**src/pic_pkg.sv**
```systemverilog
// Package for the priority interrupt controller: map, fields, types
package pic_pkg;

  // ==========================================================
  // Sizes
  // ==========================================================
  localparam int unsigned NUM_CH    = 32;      // Request channels
  localparam int unsigned NUM_LVL   = 8;       // Priority levels
  localparam int unsigned STACK_D   = 8;       // Nesting stack depth
  localparam int unsigned ADR_W     = 12;      // Byte address width

  // Channels that carry a defined source; channel 0 and reserved ones are 0
  localparam logic [31:0] VALID_CH  = 32'hfe5ffe4e;

  // ==========================================================
  // Register map (byte offsets)
  // ==========================================================
  localparam logic [11:0] OFS_SRC_CTRL  = 12'h000; // 32 words, one per channel
  localparam logic [11:0] OFS_RAW_STAT  = 12'h100; // Synchronised input levels
  localparam logic [11:0] OFS_PEND_STAT = 12'h104; // Active, unmasked and defined
  localparam logic [11:0] OFS_MASK      = 12'h108; // Mask state, 1 = enabled
  localparam logic [11:0] OFS_PRIO_ENC  = 12'h10c; // priority_encoding_reg
  localparam logic [11:0] OFS_MASK_EN   = 12'h110; // Write 1 enables a channel
  localparam logic [11:0] OFS_MASK_DIS  = 12'h114; // Write 1 disables a channel
  localparam logic [11:0] OFS_EOS       = 12'h118; // end_of_service_reg
  localparam logic [11:0] OFS_SRC_SET   = 12'h11c; // Set edge flags
  localparam logic [11:0] OFS_SRC_CLR   = 12'h120; // Clear edge flags
  localparam logic [11:0] OFS_CTRL      = 12'h124; // Bit 0 = debug mode
  localparam logic [11:0] OFS_LEVEL     = 12'h128; // Current level and depth

  // ==========================================================
  // Source control fields and reset value
  // ==========================================================
  localparam int unsigned SC_PRIO_LSB = 0;       // Priority [2:0]
  localparam int unsigned SC_TRIG_LSB = 6;       // Trigger type [7:6]
  localparam logic [7:0]  SC_RESET    = 8'h47;   // High level, level 7
  localparam logic [3:0]  LVL_IDLE    = 4'h8;    // No interrupt in service
  localparam int unsigned LEVEL_DEPTH_LSB = 8;   // Depth field in level word

  // Trigger types, in field order
  typedef enum logic [1:0] {TRIG_LOW, TRIG_HIGH, TRIG_FALL, TRIG_RISE} pic_trig_t;

  // Wishbone request from the master
  typedef struct packed {
    logic        cyc;
    logic        stb;
    logic        we;
    logic [11:0] adr;
    logic [3:0]  sel;
    logic [31:0] dat;
  } pic_wb_req_t;

  // Result of priority selection
  typedef struct packed {
    logic       found;
    logic [4:0] ch;
    logic [2:0] prio;
  } pic_win_t;

  // Whole module state
  typedef struct packed {
    logic [31:0]       sync1;     // First synchroniser stage
    logic [31:0]       sync2;     // Second synchroniser stage
    logic [31:0]       prev;      // Previous level for edge detect
    logic [31:0]       edge_flg;  // Latched edge events
    logic [31:0]       mask;      // 1 = channel enabled
    logic [31:0][7:0]  src_ctrl;  // Per channel control
    logic [3:0]        cur_lvl;   // Current level, 8 = idle
    logic [7:0][3:0]   stack;     // Stacked levels
    logic [3:0]        depth;     // Stack fill
    logic              dbg;       // Debug mode
    pic_win_t          saved;     // Winner kept for debug write
    logic              ack;       // Wishbone ack
    logic [31:0]       rdat;      // Wishbone read data
    logic              irq_n;     // Normal request, active low
    logic              fiq_n;     // Fast request, active low
  } pic_state_t;

endpackage

```
**src/pic_ctrl.sv**
```systemverilog
// Priority interrupt controller with Wishbone register port
//
// Added by the designer: the register addresses and the Wishbone register port.
`timescale 1ns/1ps

module pic_ctrl
  import pic_pkg::*;
(
  // Clock and reset
  input  wire logic              CLK,
  input  wire logic              RESET,
  // Interrupt request inputs, one per channel
  input  wire logic [31:0]       SRC_REQ,
  // Wishbone slave
  input  wire pic_pkg::pic_wb_req_t WB_REQ,
  output logic                   WB_ACK,
  output logic [31:0]            WB_DAT,
  // Processor request lines
  output logic                   NORMAL_REQ_LINE_N,
  output logic                   FAST_REQ_LINE_N
);
  import pic_pkg::*;

  // ==========================================================
  // Functions
  // ==========================================================
  // Highest level wins, lowest channel first inside a level
  function automatic pic_win_t pick(input logic [31:0] pend,
                                    input logic [31:0][7:0] sc);
    pic_win_t w;
    w = '{found: 1'b0, ch: 5'h00, prio: 3'h7};
    for (int i = 0; i < NUM_CH; i++)
    begin
      // Strict compare keeps the earlier, lower channel on a tie
      if (pend[i] && (!w.found || sc[i][SC_PRIO_LSB +: 3] < w.prio))
      begin
        w.found = 1'b1;
        w.ch    = 5'(i);
        w.prio  = sc[i][SC_PRIO_LSB +: 3];
      end
    end
    return w;
  endfunction

  // Byte enables spread to a bit mask
  function automatic logic [31:0] lanes(input logic [3:0] sel);
    logic [31:0] m;
    m = 32'h0000_0000;
    for (int b = 0; b < 4; b++)
    begin
      m[b*8 +: 8] = {8{sel[b]}};
    end
    return m;
  endfunction

  // ==========================================================
  // State and combinational helpers
  // ==========================================================
  pic_state_t  q;          // Registered state
  pic_state_t  d;          // Next state
  logic [31:0] active;     // Sources requesting after trigger decode
  logic [31:0] pend;       // Active, unmasked and defined
  logic [31:0] irq_pend;   // Pending with level 1 to 7
  logic [31:0] fiq_pend;   // Pending with level 0
  logic [31:0] wmask;      // Write byte lane mask
  logic [31:0] wdat;       // Write data under lanes
  logic [31:0] clr_ack;    // Edge flag cleared by acknowledge
  logic        req;        // New bus access this cycle
  logic        rd_enc;     // Read of encoding register
  logic        wr_enc;     // Write of encoding register
  logic        take;       // Acknowledge of the irq winner
  pic_win_t    win;        // Current irq winner
  pic_win_t    tw;         // Winner used on acknowledge
  logic        win_ok;     // Winner above current level

  // ==========================================================
  // Next state
  // ==========================================================
  // All decode, selection and bus work lives in this one process
  always_comb
  begin
    d        = q;
    clr_ack  = 32'h0000_0000;
    wmask    = lanes(WB_REQ.sel);
    wdat     = WB_REQ.dat & wmask;
    req      = WB_REQ.cyc && WB_REQ.stb && !q.ack;
    rd_enc   = req && !WB_REQ.we && (WB_REQ.adr == OFS_PRIO_ENC);
    wr_enc   = req && WB_REQ.we && (WB_REQ.adr == OFS_PRIO_ENC);

    // Two stages on every input, they come from other clock domains
    d.sync1  = SRC_REQ;
    d.sync2  = q.sync1;
    d.prev   = q.sync2;

    // Trigger decode; internal lines simply arrive high when requesting
    for (int i = 0; i < NUM_CH; i++)
    begin
      case (pic_trig_t'(q.src_ctrl[i][SC_TRIG_LSB +: 2]))
        TRIG_LOW:  active[i] = !q.sync2[i];
        TRIG_HIGH: active[i] = q.sync2[i];
        default:   active[i] = q.edge_flg[i];
      endcase
    end

    // Reserved channels and channel 0 are forced off
    pend     = active & q.mask & VALID_CH;
    for (int i = 0; i < NUM_CH; i++)
    begin
      fiq_pend[i] = pend[i] && (q.src_ctrl[i][SC_PRIO_LSB +: 3] == 3'h0);
      irq_pend[i] = pend[i] && (q.src_ctrl[i][SC_PRIO_LSB +: 3] != 3'h0);
    end
    win      = pick(irq_pend, q.src_ctrl);
    // Only a level above the one in service may request
    win_ok   = win.found && ({1'b0, win.prio} < q.cur_lvl);

    // Acknowledge: read in normal mode, write in debug mode
    take     = q.dbg ? (wr_enc && q.saved.found) : (rd_enc && win_ok);
    tw       = q.dbg ? q.saved : win;

    // Bus answer: one cycle ack, dropped the cycle after
    d.ack    = req;
    d.rdat   = 32'h0000_0000;
    if (req && !WB_REQ.we)
    begin
      if (WB_REQ.adr < OFS_RAW_STAT)
      begin
        d.rdat = {24'h00_0000, q.src_ctrl[WB_REQ.adr[6:2]]};
      end
      else if (WB_REQ.adr == OFS_RAW_STAT)
      begin
        d.rdat = q.sync2;
      end
      else if (WB_REQ.adr == OFS_PEND_STAT)
      begin
        d.rdat = pend;
      end
      else if (WB_REQ.adr == OFS_MASK)
      begin
        d.rdat = q.mask;
      end
      else if (WB_REQ.adr == OFS_PRIO_ENC)
      begin
        // Zero vector when nothing above the current level waits
        d.rdat = win_ok ? {25'h0, win.ch, 2'b00} : 32'h0000_0000;
      end
      else if (WB_REQ.adr == OFS_CTRL)
      begin
        d.rdat = {31'h0, q.dbg};
      end
      else if (WB_REQ.adr == OFS_LEVEL)
      begin
        d.rdat = {20'h0_0000, q.depth, 4'h0, q.cur_lvl};
      end
      else
      begin
        // Unmapped read answers zero
        d.rdat = 32'h0000_0000;
      end
    end

    // Debug mode keeps the winner for the later write
    if (rd_enc && q.dbg)
    begin
      d.saved = win_ok ? win : '{found: 1'b0, ch: 5'h00, prio: 3'h7};
    end

    // Register writes
    if (req && WB_REQ.we)
    begin
      if (WB_REQ.adr < OFS_RAW_STAT)
      begin
        if (WB_REQ.sel[0])
        begin
          d.src_ctrl[WB_REQ.adr[6:2]] = WB_REQ.dat[7:0];
        end
      end
      else if (WB_REQ.adr == OFS_MASK_EN)
      begin
        d.mask = q.mask | wdat;
      end
      else if (WB_REQ.adr == OFS_MASK_DIS)
      begin
        d.mask = q.mask & ~wdat;
      end
      else if (WB_REQ.adr == OFS_CTRL)
      begin
        if (WB_REQ.sel[0])
        begin
          d.dbg = WB_REQ.dat[0];
        end
      end
      else if (WB_REQ.adr == OFS_EOS)
      begin
        // Return to the interrupted level, or to idle when empty
        if (q.depth != 4'h0)
        begin
          d.cur_lvl = q.stack[3'(q.depth - 4'h1)];
          d.depth   = q.depth - 4'h1;
        end
      end
      else
      begin
        // Other writes change nothing here; edge set, edge clear and debug encoding writes act below
        d.mask = d.mask;
      end
    end

    // Acknowledge stacks the level and raises the current one
    if (take)
    begin
      // Depth never passes seven: each push is a strictly higher level
      if (q.depth < 4'(STACK_D))
      begin
        d.stack[3'(q.depth)] = q.cur_lvl;
        d.depth              = q.depth + 4'h1;
      end
      d.cur_lvl          = {1'b0, tw.prio};
      clr_ack[tw.ch]     = 1'b1;
      d.saved.found      = 1'b0;
    end

    // Edge flags: an edge in the clearing cycle is kept
    for (int i = 0; i < NUM_CH; i++)
    begin
      logic ev;
      logic clr;
      ev  = 1'b0;
      clr = clr_ack[i];
      if (q.src_ctrl[i][SC_TRIG_LSB +: 2] == 2'(TRIG_RISE))
      begin
        ev = q.sync2[i] && !q.prev[i];
      end
      else if (q.src_ctrl[i][SC_TRIG_LSB +: 2] == 2'(TRIG_FALL))
      begin
        ev = !q.sync2[i] && q.prev[i];
      end
      if (req && WB_REQ.we && (WB_REQ.adr == OFS_SRC_SET) && wdat[i])
      begin
        ev = 1'b1;
      end
      if (req && WB_REQ.we && (WB_REQ.adr == OFS_SRC_CLR) && wdat[i])
      begin
        clr = 1'b1;
      end
      d.edge_flg[i] = ev ? 1'b1 : (clr ? 1'b0 : q.edge_flg[i]);
    end

    // Fast line ignores the current level so it can preempt
    d.fiq_n  = !(|fiq_pend);
    // Normal line rises once the winner is taken, falls again on a higher one
    d.irq_n  = !(win_ok && !take);
  end

  // ==========================================================
  // State register
  // ==========================================================
  // Synchronous reset to constants only
  always_ff @(posedge CLK)
  begin
    if (RESET)
    begin
      q.sync1    <= 32'h0000_0000;
      q.sync2    <= 32'h0000_0000;
      q.prev     <= 32'h0000_0000;
      q.edge_flg <= 32'h0000_0000;
      q.mask     <= 32'h0000_0000;
      q.src_ctrl <= {NUM_CH{SC_RESET}};
      q.cur_lvl  <= LVL_IDLE;
      q.stack    <= '0;
      q.depth    <= 4'h0;
      q.dbg      <= 1'b0;
      q.saved    <= '{found: 1'b0, ch: 5'h00, prio: 3'h7};
      q.ack      <= 1'b0;
      q.rdat     <= 32'h0000_0000;
      q.irq_n    <= 1'b1;
      q.fiq_n    <= 1'b1;
    end
    else
    begin
      q <= d;
    end
  end

  // ==========================================================
  // Outputs straight from the state register
  // ==========================================================
  assign WB_ACK            = q.ack;
  assign WB_DAT            = q.rdat;
  assign NORMAL_REQ_LINE_N = q.irq_n;
  assign FAST_REQ_LINE_N   = q.fiq_n;

endmodule // pic_ctrl

```
**config.mk**
```make
export PLATFORM = sky130hd
export DESIGN_NAME = pic_ctrl
export DESIGN_NICKNAME = d
export VERILOG_FILES = /design/src/pic_pkg.sv /design/src/pic_ctrl.sv
export SDC_FILE = /design/constraint.sdc
export NUM_CORES = 1
export LEC_CHECK = 0
export BUFFER_PORTS_ARGS = -buffer_cell sky130_fd_sc_hd__buf_2
export CORE_AREA = 2 2 169 296
export CTS_CLUSTER_SIZE = 10
export DETAILED_ROUTE_END_ITERATION = 10
export DIE_AREA = 0 0 171 298
export PLACE_DENSITY = 0.7
export SETUP_SLACK_MARGIN = 0.02
export SLEW_MARGIN = 40
export SYNTH_ARGS = -nofsm -noshare
export SYNTH_HDL_FRONTEND = slang
export SYNTH_SLANG_ARGS = --single-unit
```
**constraint.sdc**
```tcl
create_clock -name CLK -period 18 [get_ports CLK]
set_input_delay 0.9 -clock CLK [delete_from_list [all_inputs] [get_ports CLK]]
set_output_delay 0.9 -clock CLK [all_outputs]
set_load 0.01 [all_outputs]
```
* Word level (Yosys, flattened, before mapping) *
Cells that the tools add are included.

word-level totals
  register bits after elaboration = 501
  bits in latches = 0
  memory bits (writable) = 0
  bits in read-only memories = 0
  input bits = 85
  output and inout bits = 35
  logic and storage cells = 990
  memories kept = 0

cells by class
  $add $sub $neg = 2
  $mul = 0
  div/mod/pow operators = 0
  $lt $le $gt $ge = 33
  equality and inequality tests = 111
  shift operators = 0
  mux-type cells = 292
  bitwise logic cells = 9
  reductions and logical operators = 456

operator list
  kind                 count
  $bwmux 256           1
  $mux 9               25
  $logic_and 1x1->1    215
  $mux 1               196
  $mux 32              6
  $eq 12x9->1 const B  11
  $eq 2x2->1 const B   64
  $and 32x32->32       3
  $logic_not 1->1      92
  $logic_not 3->1      24
  $reduce_bool 2->1    36
  $reduce_bool 3->1    24
  $lt 3x3->1           23
  $eq 2x1->1 const B   32
  $logic_not 2->1      32
  $pmux 1 s2           32
  $mux 4               12
  $bmux 8 s5           1
  $demux 8 s5          1
  $mux 40              1
  $mux 12              3
  $mux 36              1
  $bwmux 32            1
  $mux 8               4
  27 further kinds     63

* Longest topological paths before layout *
Gate-level depths: netlist of the first run.

  word-level depth = 106
  depth in mapped cells = 68
  depth with buffers taken out = 61

* Worst setup path after synthesis of the first run *
No wires, ideal clock.

  path kind = register to register
  start = reg q[94] (netlist bit)
  end = reg q[374] (netlist bit)
  library setup time = 132 ps
  data arrival time = 15175 ps
  required time = 17868 ps
  path slack = 2693 ps
  cell stages (with the launch flop) = 68
  path buffers = 7
  clock period less this slack = 15307 ps
  cells stage by stage = dfxtp_1 -> buf_4 -> or3_4 -> a21boi_4 -> a311o_1 -> a221oi_2 -> o31ai_4 -> mux2_4 -> a31o_1 -> a2111oi_2 -> a21oi_2 -> o211ai_2 -> buf_4 -> o211ai_1 -> a211oi_1 -> mux2i_1 -> and4_4 -> buf_6 -> [32 not listed] -> o2bb2ai_2 -> o22ai_1 -> ha_1 -> o21ai_0 -> a21oi_1 -> nor2_1 -> a211oi_2 -> nor2_1 -> a21oi_1 -> inv_1 -> ha_1 -> nor2_1 -> o21bai_1 -> a211oi_2 -> o21ai_2 -> buf_4 -> o41ai_1 -> a21oi_1

between the ends
  cells in the longest elaborated chain, start to end = 103
  elaborated cells between the ends (all ways) = 131
  classes of those cells = order compare (26); mux (30); reduce/logical (75)

RTL lines
  what                                                                   RTL line         source
  start: declaration                                                     pic_ctrl.sv:59   pic_state_t q;
  $reduce_bool 3->1                                                      pic_ctrl.sv:110  irq_pend[i] = pend[i] && (q.src_ctrl[i][SC_PRIO_LSB +: 3] != 3'h0);
  $logic_and 1x1->1                                                      pic_ctrl.sv:110
  $mux 9 *                                                               pic_ctrl.sv:35   if (pend[i] && (!w.found || sc[i][SC_PRIO_LSB +: 3] < w.prio))
  $lt 3x3->1 / $logic_not 1->1 (equally long branches)                   pic_ctrl.sv:35
  $logic_or 1x1->1                                                       pic_ctrl.sv:35
  $logic_and 1x1->1                                                      pic_ctrl.sv:35
  $mux 9 *                                                               pic_ctrl.sv:35
  $lt 3x3->1 / $logic_not 1->1 (equally long branches)                   pic_ctrl.sv:35
  [87 not listed]                                                        -
  $mux 8                                                                 pic_ctrl.sv:118  tw = q.dbg ? q.saved : win;
  $lt 5x6->1 (not written as such) / $ge 5x1->1 (equally long branches)  pic_ctrl.sv:218  clr_ack[tw.ch] = 1'b1;
  $logic_and 1x1->1 (not written as such)                                pic_ctrl.sv:218
  $mux 1 (not written as such)                                           pic_ctrl.sv:218
  $demux 1 s5                                                            pic_ctrl.sv:218
  $mux 32 *                                                              pic_ctrl.sv:209  if (take)
  $mux 1 *                                                               pic_ctrl.sv:241  if (req && WB_REQ.we && (WB_REQ.adr == OFS_SRC_CLR) && wdat[i])
  $reduce_bool 2->1 (no source line) *                                   -

Mark *: on every way between the ends. The rest lies on a longest branch, timed or not.
A chain may end at the register's enable or synchronous reset.

* Worst setup path in the final report of the first run *
  start = reg q, in the netlist d[407]
  end = reg q[375] (netlist bit)

between the ends
  cells in the longest elaborated chain, start to end = 102
  elaborated cells between the ends (all ways) = 135
  classes of those cells = order compare (25); mux (34); bitwise (1); reduce/logical (75)

RTL lines
  what                                                                   RTL line                         source
  $logic_not 1->1                                                        pic_ctrl.sv:99, pic_ctrl.sv:235
  $pmux 1 s2                                                             pic_ctrl.sv:98                   case (pic_trig_t'(q.src_ctrl[i][SC_TRIG_LSB +: 2]))
  $and 32x32->32                                                         pic_ctrl.sv:106                  pend = active & q.mask & VALID_CH;
  $logic_and 1x1->1                                                      pic_ctrl.sv:110
  $logic_and 1x1->1                                                      pic_ctrl.sv:35
  $mux 9                                                                 pic_ctrl.sv:35
  $lt 3x3->1 / $logic_not 1->1 (equally long branches)                   pic_ctrl.sv:35
  $logic_or 1x1->1                                                       pic_ctrl.sv:35
  [86 not listed]                                                        -
  $mux 8                                                                 pic_ctrl.sv:118
  $lt 5x6->1 (not written as such) / $ge 5x1->1 (equally long branches)  pic_ctrl.sv:218
  $logic_and 1x1->1 (not written as such)                                pic_ctrl.sv:218
  $mux 1 (not written as such)                                           pic_ctrl.sv:218
  $demux 1 s5                                                            pic_ctrl.sv:218
  $mux 32                                                                pic_ctrl.sv:209
  $mux 1                                                                 pic_ctrl.sv:241
  $reduce_bool 2->1 (no source line)                                     -

Parallel ways exist; a longest one is shown, timed or not.

==> results of run 1 <==
-- power by group --
group | switching [W] | leakage [nW] | internal, W
registers | 0.00000444 | 3.93 | 0.00108
logic | 0.0000630 | 5.80 | 0.0000266
clock network | 0.000424 | 0.698 | 0.000537
total | 0.000491 | 10.4 | 0.00165
-- cells in the final DEF, fill, tap and decap left out, types with 11 or more instances in the layout --
cell type,synthesis,final
a211o_1,31,31
a211oi_1,19,16
a211oi_2,10,11
a21boi_0,15,15
a21o_1,20,20
a21oi_1,213,212
a222oi_1,20,20
a22oi_1,47,47
a31oi_1,13,12
and2_1,14,14
and3_1,17,17
buf_2,5,113
buf_4,42,46
clkbuf_16,0,54
dfxtp_1,485,482
inv_1,65,65
mux2i_1,224,222
mux4_2,73,73
nand2_1,442,442
nand2b_1,34,34
nand3_1,86,85
nand3b_1,12,12
nor2_1,317,300
nor2_2,2,19
nor2b_1,122,121
nor3_1,68,59
nor4_1,16,11
o211ai_1,54,54
o21a_1,22,22
o21ai_0,79,79
o22ai_1,15,14
o41ai_1,20,18
or2_2,31,31
or3_1,17,17
-- flip-flops by register name, summed over array words and instances (netlist names), named ones only --
register / cells
FAST_REQ_LINE_N: 1
WB_ACK: 1
q: 354
d: 64
NORMAL_REQ_LINE_N: 1
WB_DAT: 32
-- worst min-delay path by stage --
stage | endpoint | slack [ps] | cells after the start
detailed placement | d[427]$_SDFF_PP0_ | 420 | 1
CTS | d[424]$_SDFF_PP0_ | 430 | 1
global placement | d[413]$_SDFF_PP0_ | 420 | 1
floorplan | d[405]$_SDFF_PP0_ | 410 | 1
global route | d[420]$_SDFF_PP0_ | 440 | 1
finish | d[412]$_SDFF_PP0_ | 420 | 1
-- critical path: cells and delay by family, from the launching register on --
kind | cells | cell delay [ps]
AO/OA/AOI/OAI | 37 | 9900
AND/OR/NAND/NOR | 12 | 2990
multiplexers | 7 | 2360
flip-flops | 1 | 510
adder cells (fa/ha/maj) | 2 | 510
buffers and inverters | 3 | 440
XOR/XNOR | 1 | 180
-- routing by layer --
| layer | part of all wire | vias to the layer above | routed length (um) |
|---|---|---|---|
| met5 | 0.00014 | - | 13 |
| met4 | 0.089 | 2 | 8180 |
| met3 | 0.058 | 353 | 5380 |
| met2 | 0.50 | 1131 | 45900 |
| met1 | 0.36 | 11800 | 32800 |
| li1 | - | 11100 | - |
-- what timing repair did --
action / 4_1_cts / 5_1_grt
buffers inserted: 0 / 7
pin swaps: 0 / 4
setup endpoints to repair: 18 / 79
gates resized for setup: 2 / 34
endpoints found under the hold margin: 0 / 0
-- metrics by stage --
step | instance area (um^2) | setup slack [ps] | util
after floorplan | 26500 | 2690 | -
final | 29000 | 968 | 0.598
after CTS | 28700 | 84.9 | 0.591
after global placement | 27100 | 557 | 0.560
after detailed placement | 27200 | 34.0 | 0.562
after global routing | 29000 | 6.96 | 0.598
-- final cells by class --
type	count	area [um^2]
Clock inverter	2	36.3
Multi-Input combinational cell	2302	15800
Tap cell	654	818
Fill cell	4372	19500
Timing Repair Buffer	163	968
Sequential cell	485	9710
Clock buffer	57	1380
Inverter	69	260
-- kinds of logic (layout without fill, tap and decap cells) --
logic type | Yosys count | count (layout) | share of synthesized area
AND/OR/NAND/NOR | 1236 | 1236 | 0.219
AO/OA/AOI/OAI | 743 | 743 | 0.206
flip-flops | 485 | 485 | 0.366
multiplexers | 307 | 307 | 0.152
buffers and inverters | 289 | 291 | 0.0510
adder cells (fa/ha/maj) | 9 | 9 | 0.00401
XOR/XNOR | 7 | 7 | 0.00231
==> results.py, run 1 <==
metrics = {
    "sta": {
        "fin_crit_ps": 17030,
        "worst_hold_slack_ps": 425,
        "min_period_over_period": 0.946,
        "slew_violations": 0,
        "hold_viol": 0,
        "rsz0062_at_grt": "no",
        "clock_skew_ps": 35.4,
        "final-setup-viol-count": 0,
        "relSlewSlack": 0.382,
        "max_slew.worst_pin.slew_ps": 928,
        "fmax_mhz": 58.7,
        "fin_tns_setup_ps": 0,
    },
    "floorplan": {
        "core.rowCount": 107,
        "io_pins": 120,
        "die_w_um": 171,
        "die_h_um": 298,
        "core_area_mm2": 0.0485,
        "start_util": 0.547,
        "die_area_mm2": 0.0510,
    },
    "cells_and_area": {
        "diodes": 0,
        "syn_to_final_growth_pct": 9.30,
        "final_cell_count_no_fill": 3732,
        "nets": 3166,
        "drive_gt1_frac": 0.155,
    },
    "worst_setup_path": {
        "startpoint": "d[407]$_SDFF_PP0_",
        "critical_path_class": "flip-flop to flip-flop",
        "cp-endpoint": "q[375]$_SDFFE_PP0P_",
        "crit_path_start_kind": "flip-flop",
        "worst_ep_arrival_time_ps": 17500,
        "cp_slowest_stage_delay_ps": 570,
        "critical_path_required_ps": 18460,
        "critPathCaptureType": "flip-flop",
        "worstReg2RegEnd": "q[375]$_SDFFE_PP0P_",
        "cp_max_fo": 11,
        "reg2regPathDepth": 62,
        "reg2reg_from": "d[407]$_SDFF_PP0_",
        "reg2reg_setup_slack_ps": 970,
        "crit_slowest_cell": "o41ai_1",
    },
    "route": {
        "vias": 24400,
        "viasPerCell": 6.54,
        "drt_pass1_iterations": 6,
        "antenna_left": 0,
        "wl_per_cell_um": 24.7,
        "drt_wl_total_um": 92200,
        "drt_iter0_drc": 2206,
        "drc": 0,
    },
    "clock_tree": {
        "cts_hold_buf": 0,
        "clk_path_buf_depth": 3,
        "cts_tree": "done",
        "cts_max_level": 2,
        "path_clk_slew_ps": 60,
        "clock_sinks": 485,
        "cts_root_buffer": "clkbuf_16",
        "clk_latency_ps": 600,
        "numCtsBuffers": 54,
    },
    "power_and_ir_drop": {
        "p_total_w": 0.00214,
        "ir_drop_mv": 0.0945,
        "leakage_nw": 10.4,
        "power_density_mw_per_mm2": 73.8,
    },
    "placement": {
        "dp.cells": 3665,
        "gp_congestion": 0.981,
        "port_buffers": 119,
        "hpwlAfterDp_um": 67900,
    },
    "synthesis": {
        "synthTopCellsByArea": "dfxtp_1 (37%), mux2i_1 (8.5%), nand2_1 (6.3%)",
        "synth_common_cells": "dfxtp_1 (485), nand2_1 (442), nor2_1 (317), mux2i_1 (224), a21oi_1 (213)",
        "synth_most_common_cell": "dfxtp_1",
        "synth_flop_cell": "dfxtp_1",
        "syn_inst": 3076,
        "syn-num-nets": 3167,
        "synth_top_cell_by_area": "dfxtp_1",
        "synth_seq_cells": 485,
        "syn_area_per_cell_um2": 8.62,
        "synth-edff-count": 0,
        "ys_types": 133,
        "seq_area_frac_synth": 0.366,
        "synth_top_area_share": 0.366,
        "synthArstFlopShare": 0,
        "syn_area_mm2": 0.0265,
        "synth_warnings": 0,
    },
    "global_routing": {
        "grt_util_met2": 0.615,
        "busiest_layer": "met2",
        "met1_usage": 0.395,
        "antenna_found_initial": 2,
        "grt_start_max_net_pins": 113,
        "grt_overflow_total": 0,
        "grt_pass1_vias": 23900,
        "grt_first_pass_wirelength_um": 140000,
        "use_met3": 0.0478,
        "gr-usage-all-layers": 0.357,
    },
    "flow_run": {
        "drv_cap": 0,
    },
    "worst_hold_path": {
        "holdCritStartpoint": "d[444]$_SDFF_PP0_",
        "min_path_type": "flip-flop to flip-flop",
    },
    "run_status": {
        "status": "finished, final reports clean",
    },
}
Power figures use the tool's default switching activity.
==> inputs of run 2 (changes only) <==
- RECOVER_POWER: unset -> 25
==> results.py, run 2 (same netlist as run 1, synthesis figures left out) <==
metrics = {
    "sta": {
        "relSlewSlack": -0.324,
        "worst_hold_slack_ps": 425,
        "slew_violations": 46,
        "fin_crit_ps": 17000,
        "fin_tns_setup_ps": 0,
        "final-setup-viol-count": 0,
        "fmax_mhz": 58.8,
        "hold_viol": 0,
        "max_slew.worst_pin.slew_ps": 1990,
        "min_period_over_period": 0.944,
        "clock_skew_ps": 34.7,
    },
    "route": {
        "drt_iter0_drc": 2371,
        "drc": 0,
        "drt_pass1_iterations": 6,
        "antenna_left": 0,
        "drt_wl_total_um": 92300,
        "vias": 24400,
        "wl_per_cell_um": 24.7,
        "viasPerCell": 6.53,
    },
    "clock_tree": {
        "cts_hold_buf": 0,
        "clk_latency_ps": 600,
        "path_clk_slew_ps": 50,
        "cts_root_buffer": "clkbuf_16",
        "clock_sinks": 485,
        "numCtsBuffers": 54,
        "cts_tree": "done",
        "cts_max_level": 2,
        "clk_path_buf_depth": 3,
    },
    "worst_setup_path": {
        "crit_path_start_kind": "flip-flop",
        "critical_path.most_common_cell": "mux2i_1",
        "cp_slowest_stage_delay_ps": 530,
        "crit_slowest_cell": "or4_4",
        "cp_max_fo": 11,
        "path_delay_family": "compound AO/OA/AOI/OAI gates",
        "critical_path_required_ps": 18390,
        "critPathCaptureType": "flip-flop",
        "worst_ep_arrival_time_ps": 17390,
        "path_buf_inv": 4,
        "critical_path_class": "flip-flop to flip-flop",
    },
    "power_and_ir_drop": {
        "ir_drop_mv": 0.0946,
        "power_density_mw_per_mm2": 74.0,
        "leakage_nw": 10.3,
    },
    "cells_and_area": {
        "syn_to_final_growth_pct": 9.06,
        "register_area_mm2": 0.00971,
        "finish.instance_area_mm2": 0.0289,
        "n_fill_cell": 4400,
        "layout_common_cells": "dfxtp_1 (482), nand2_1 (442), nor2_1 (301)",
        "diodes": 0,
        "multi_input_area_mm2": 0.0158,
        "largest_reg_flops": 354,
        "final_common_cell": "dfxtp_1",
        "drive_gt1_frac": 0.141,
        "regMostFlops": "q",
        "final_cell_count_no_fill": 3732,
        "nets": 3166,
    },
    "placement": {
        "gp_congestion": 0.981,
        "port_buffers": 119,
        "placed_area_mm2": 0.0272,
        "dp.cells": 3665,
        "hpwlAfterDp_um": 67900,
    },
    "floorplan": {
        "die_h_um": 298,
        "io_pins": 120,
        "core.rowCount": 107,
        "core_area_mm2": 0.0485,
        "start_util": 0.547,
        "die_area_mm2": 0.0510,
        "die_w_um": 171,
    },
    "run_status": {
        "status": "finished with violations",
        "failed_checks": "max-capacitance violations, max-slew violations",
    },
    "global_routing": {
        "antenna_found_initial": 2,
        "gr-usage-all-layers": 0.357,
        "grt_overflow_total": 0,
        "grt_start_max_net_pins": 113,
        "grt_first_pass_wirelength_um": 140000,
        "grt_pass1_vias": 23900,
    },
    "flow_run": {
        "drv_cap": 1,
    },
    "worst_hold_path": {
        "min_path_type": "flip-flop to flip-flop",
    },
}
## run 2: cell count changes in the layout (fill, tap and decap cells not counted)
cell	delta
nor2_1	+1
or2_2	-1
or2_0	+1
buf_2	-36
buf_4	-4
nor2_2	-1
clkbuf_1	+40
## run 2: report_power, final
group | total, W | leakage (nW) | switching, W | internal (W)
combinational | 0.0000895 | 5.63 | 0.0000629 | 0.0000265
sequential | 0.00109 | 3.93 | 0.00000443 | 0.00108
clock | 0.000962 | 0.698 | 0.000425 | 0.000537
## run 2: repair_timing
| item | 4_1_cts | 5_1_grt |
|---|---|---|
| pin swaps | 0 | 4 |
| endpoints found under the setup margin | 18 | 79 |
| buffers inserted | 0 | 7 |
| resized for setup | 2 | 34 |
| hold endpoints to repair | 0 | 0 |
## run 2: path summary, 6_finish.rpt
kind,slack (ps),to,cells past startpoint,startpoint
max,1000,q[78]$_SDFFE_PP0P_,63,d[407]$_SDFF_PP0_
min,420,d[412]$_SDFF_PP0_,1,d[444]$_SDFF_PP0_
max reg2reg,1000,q[78]$_SDFFE_PP0P_,63,d[407]$_SDFF_PP0_
min reg2reg,420,d[412]$_SDFF_PP0_,1,d[444]$_SDFF_PP0_
## run 2: area by class of cell
cell class                 count  area share
tap                          654      0.0283
multi-input combinational   2302       0.546
clock inverter                 2     0.00126
sequential                   485       0.336
inverter                      69     0.00900
clock buffer                  57      0.0478
timing repair buffer         163      0.0314
## run 2: stage by stage
| stage | worst slack [ps] | utilization | total power [W] |
|---|---|---|---|
| after floorplan | 2690 | - | 0.00116 |
| after global placement | 557 | 0.560 | 0.00119 |
| after detailed placement | 34.0 | 0.562 | 0.00120 |
| after CTS | 84.9 | 0.591 | 0.00215 |
| after global routing | -15.3 | 0.597 | 0.00219 |
| final | 1000 | 0.597 | 0.00214 |
## run 2: layer usage
metal | vias to the layer above | wire (um) | GRT usage
met2 | 1118 | 46000 | 0.615
met1 | 11800 | 32700 | 0.395
met5 | - | 13 | 0
li1 | 11100 | - | -
met4 | 2 | 8080 | 0.268
met3 | 347 | 5530 | 0.0478
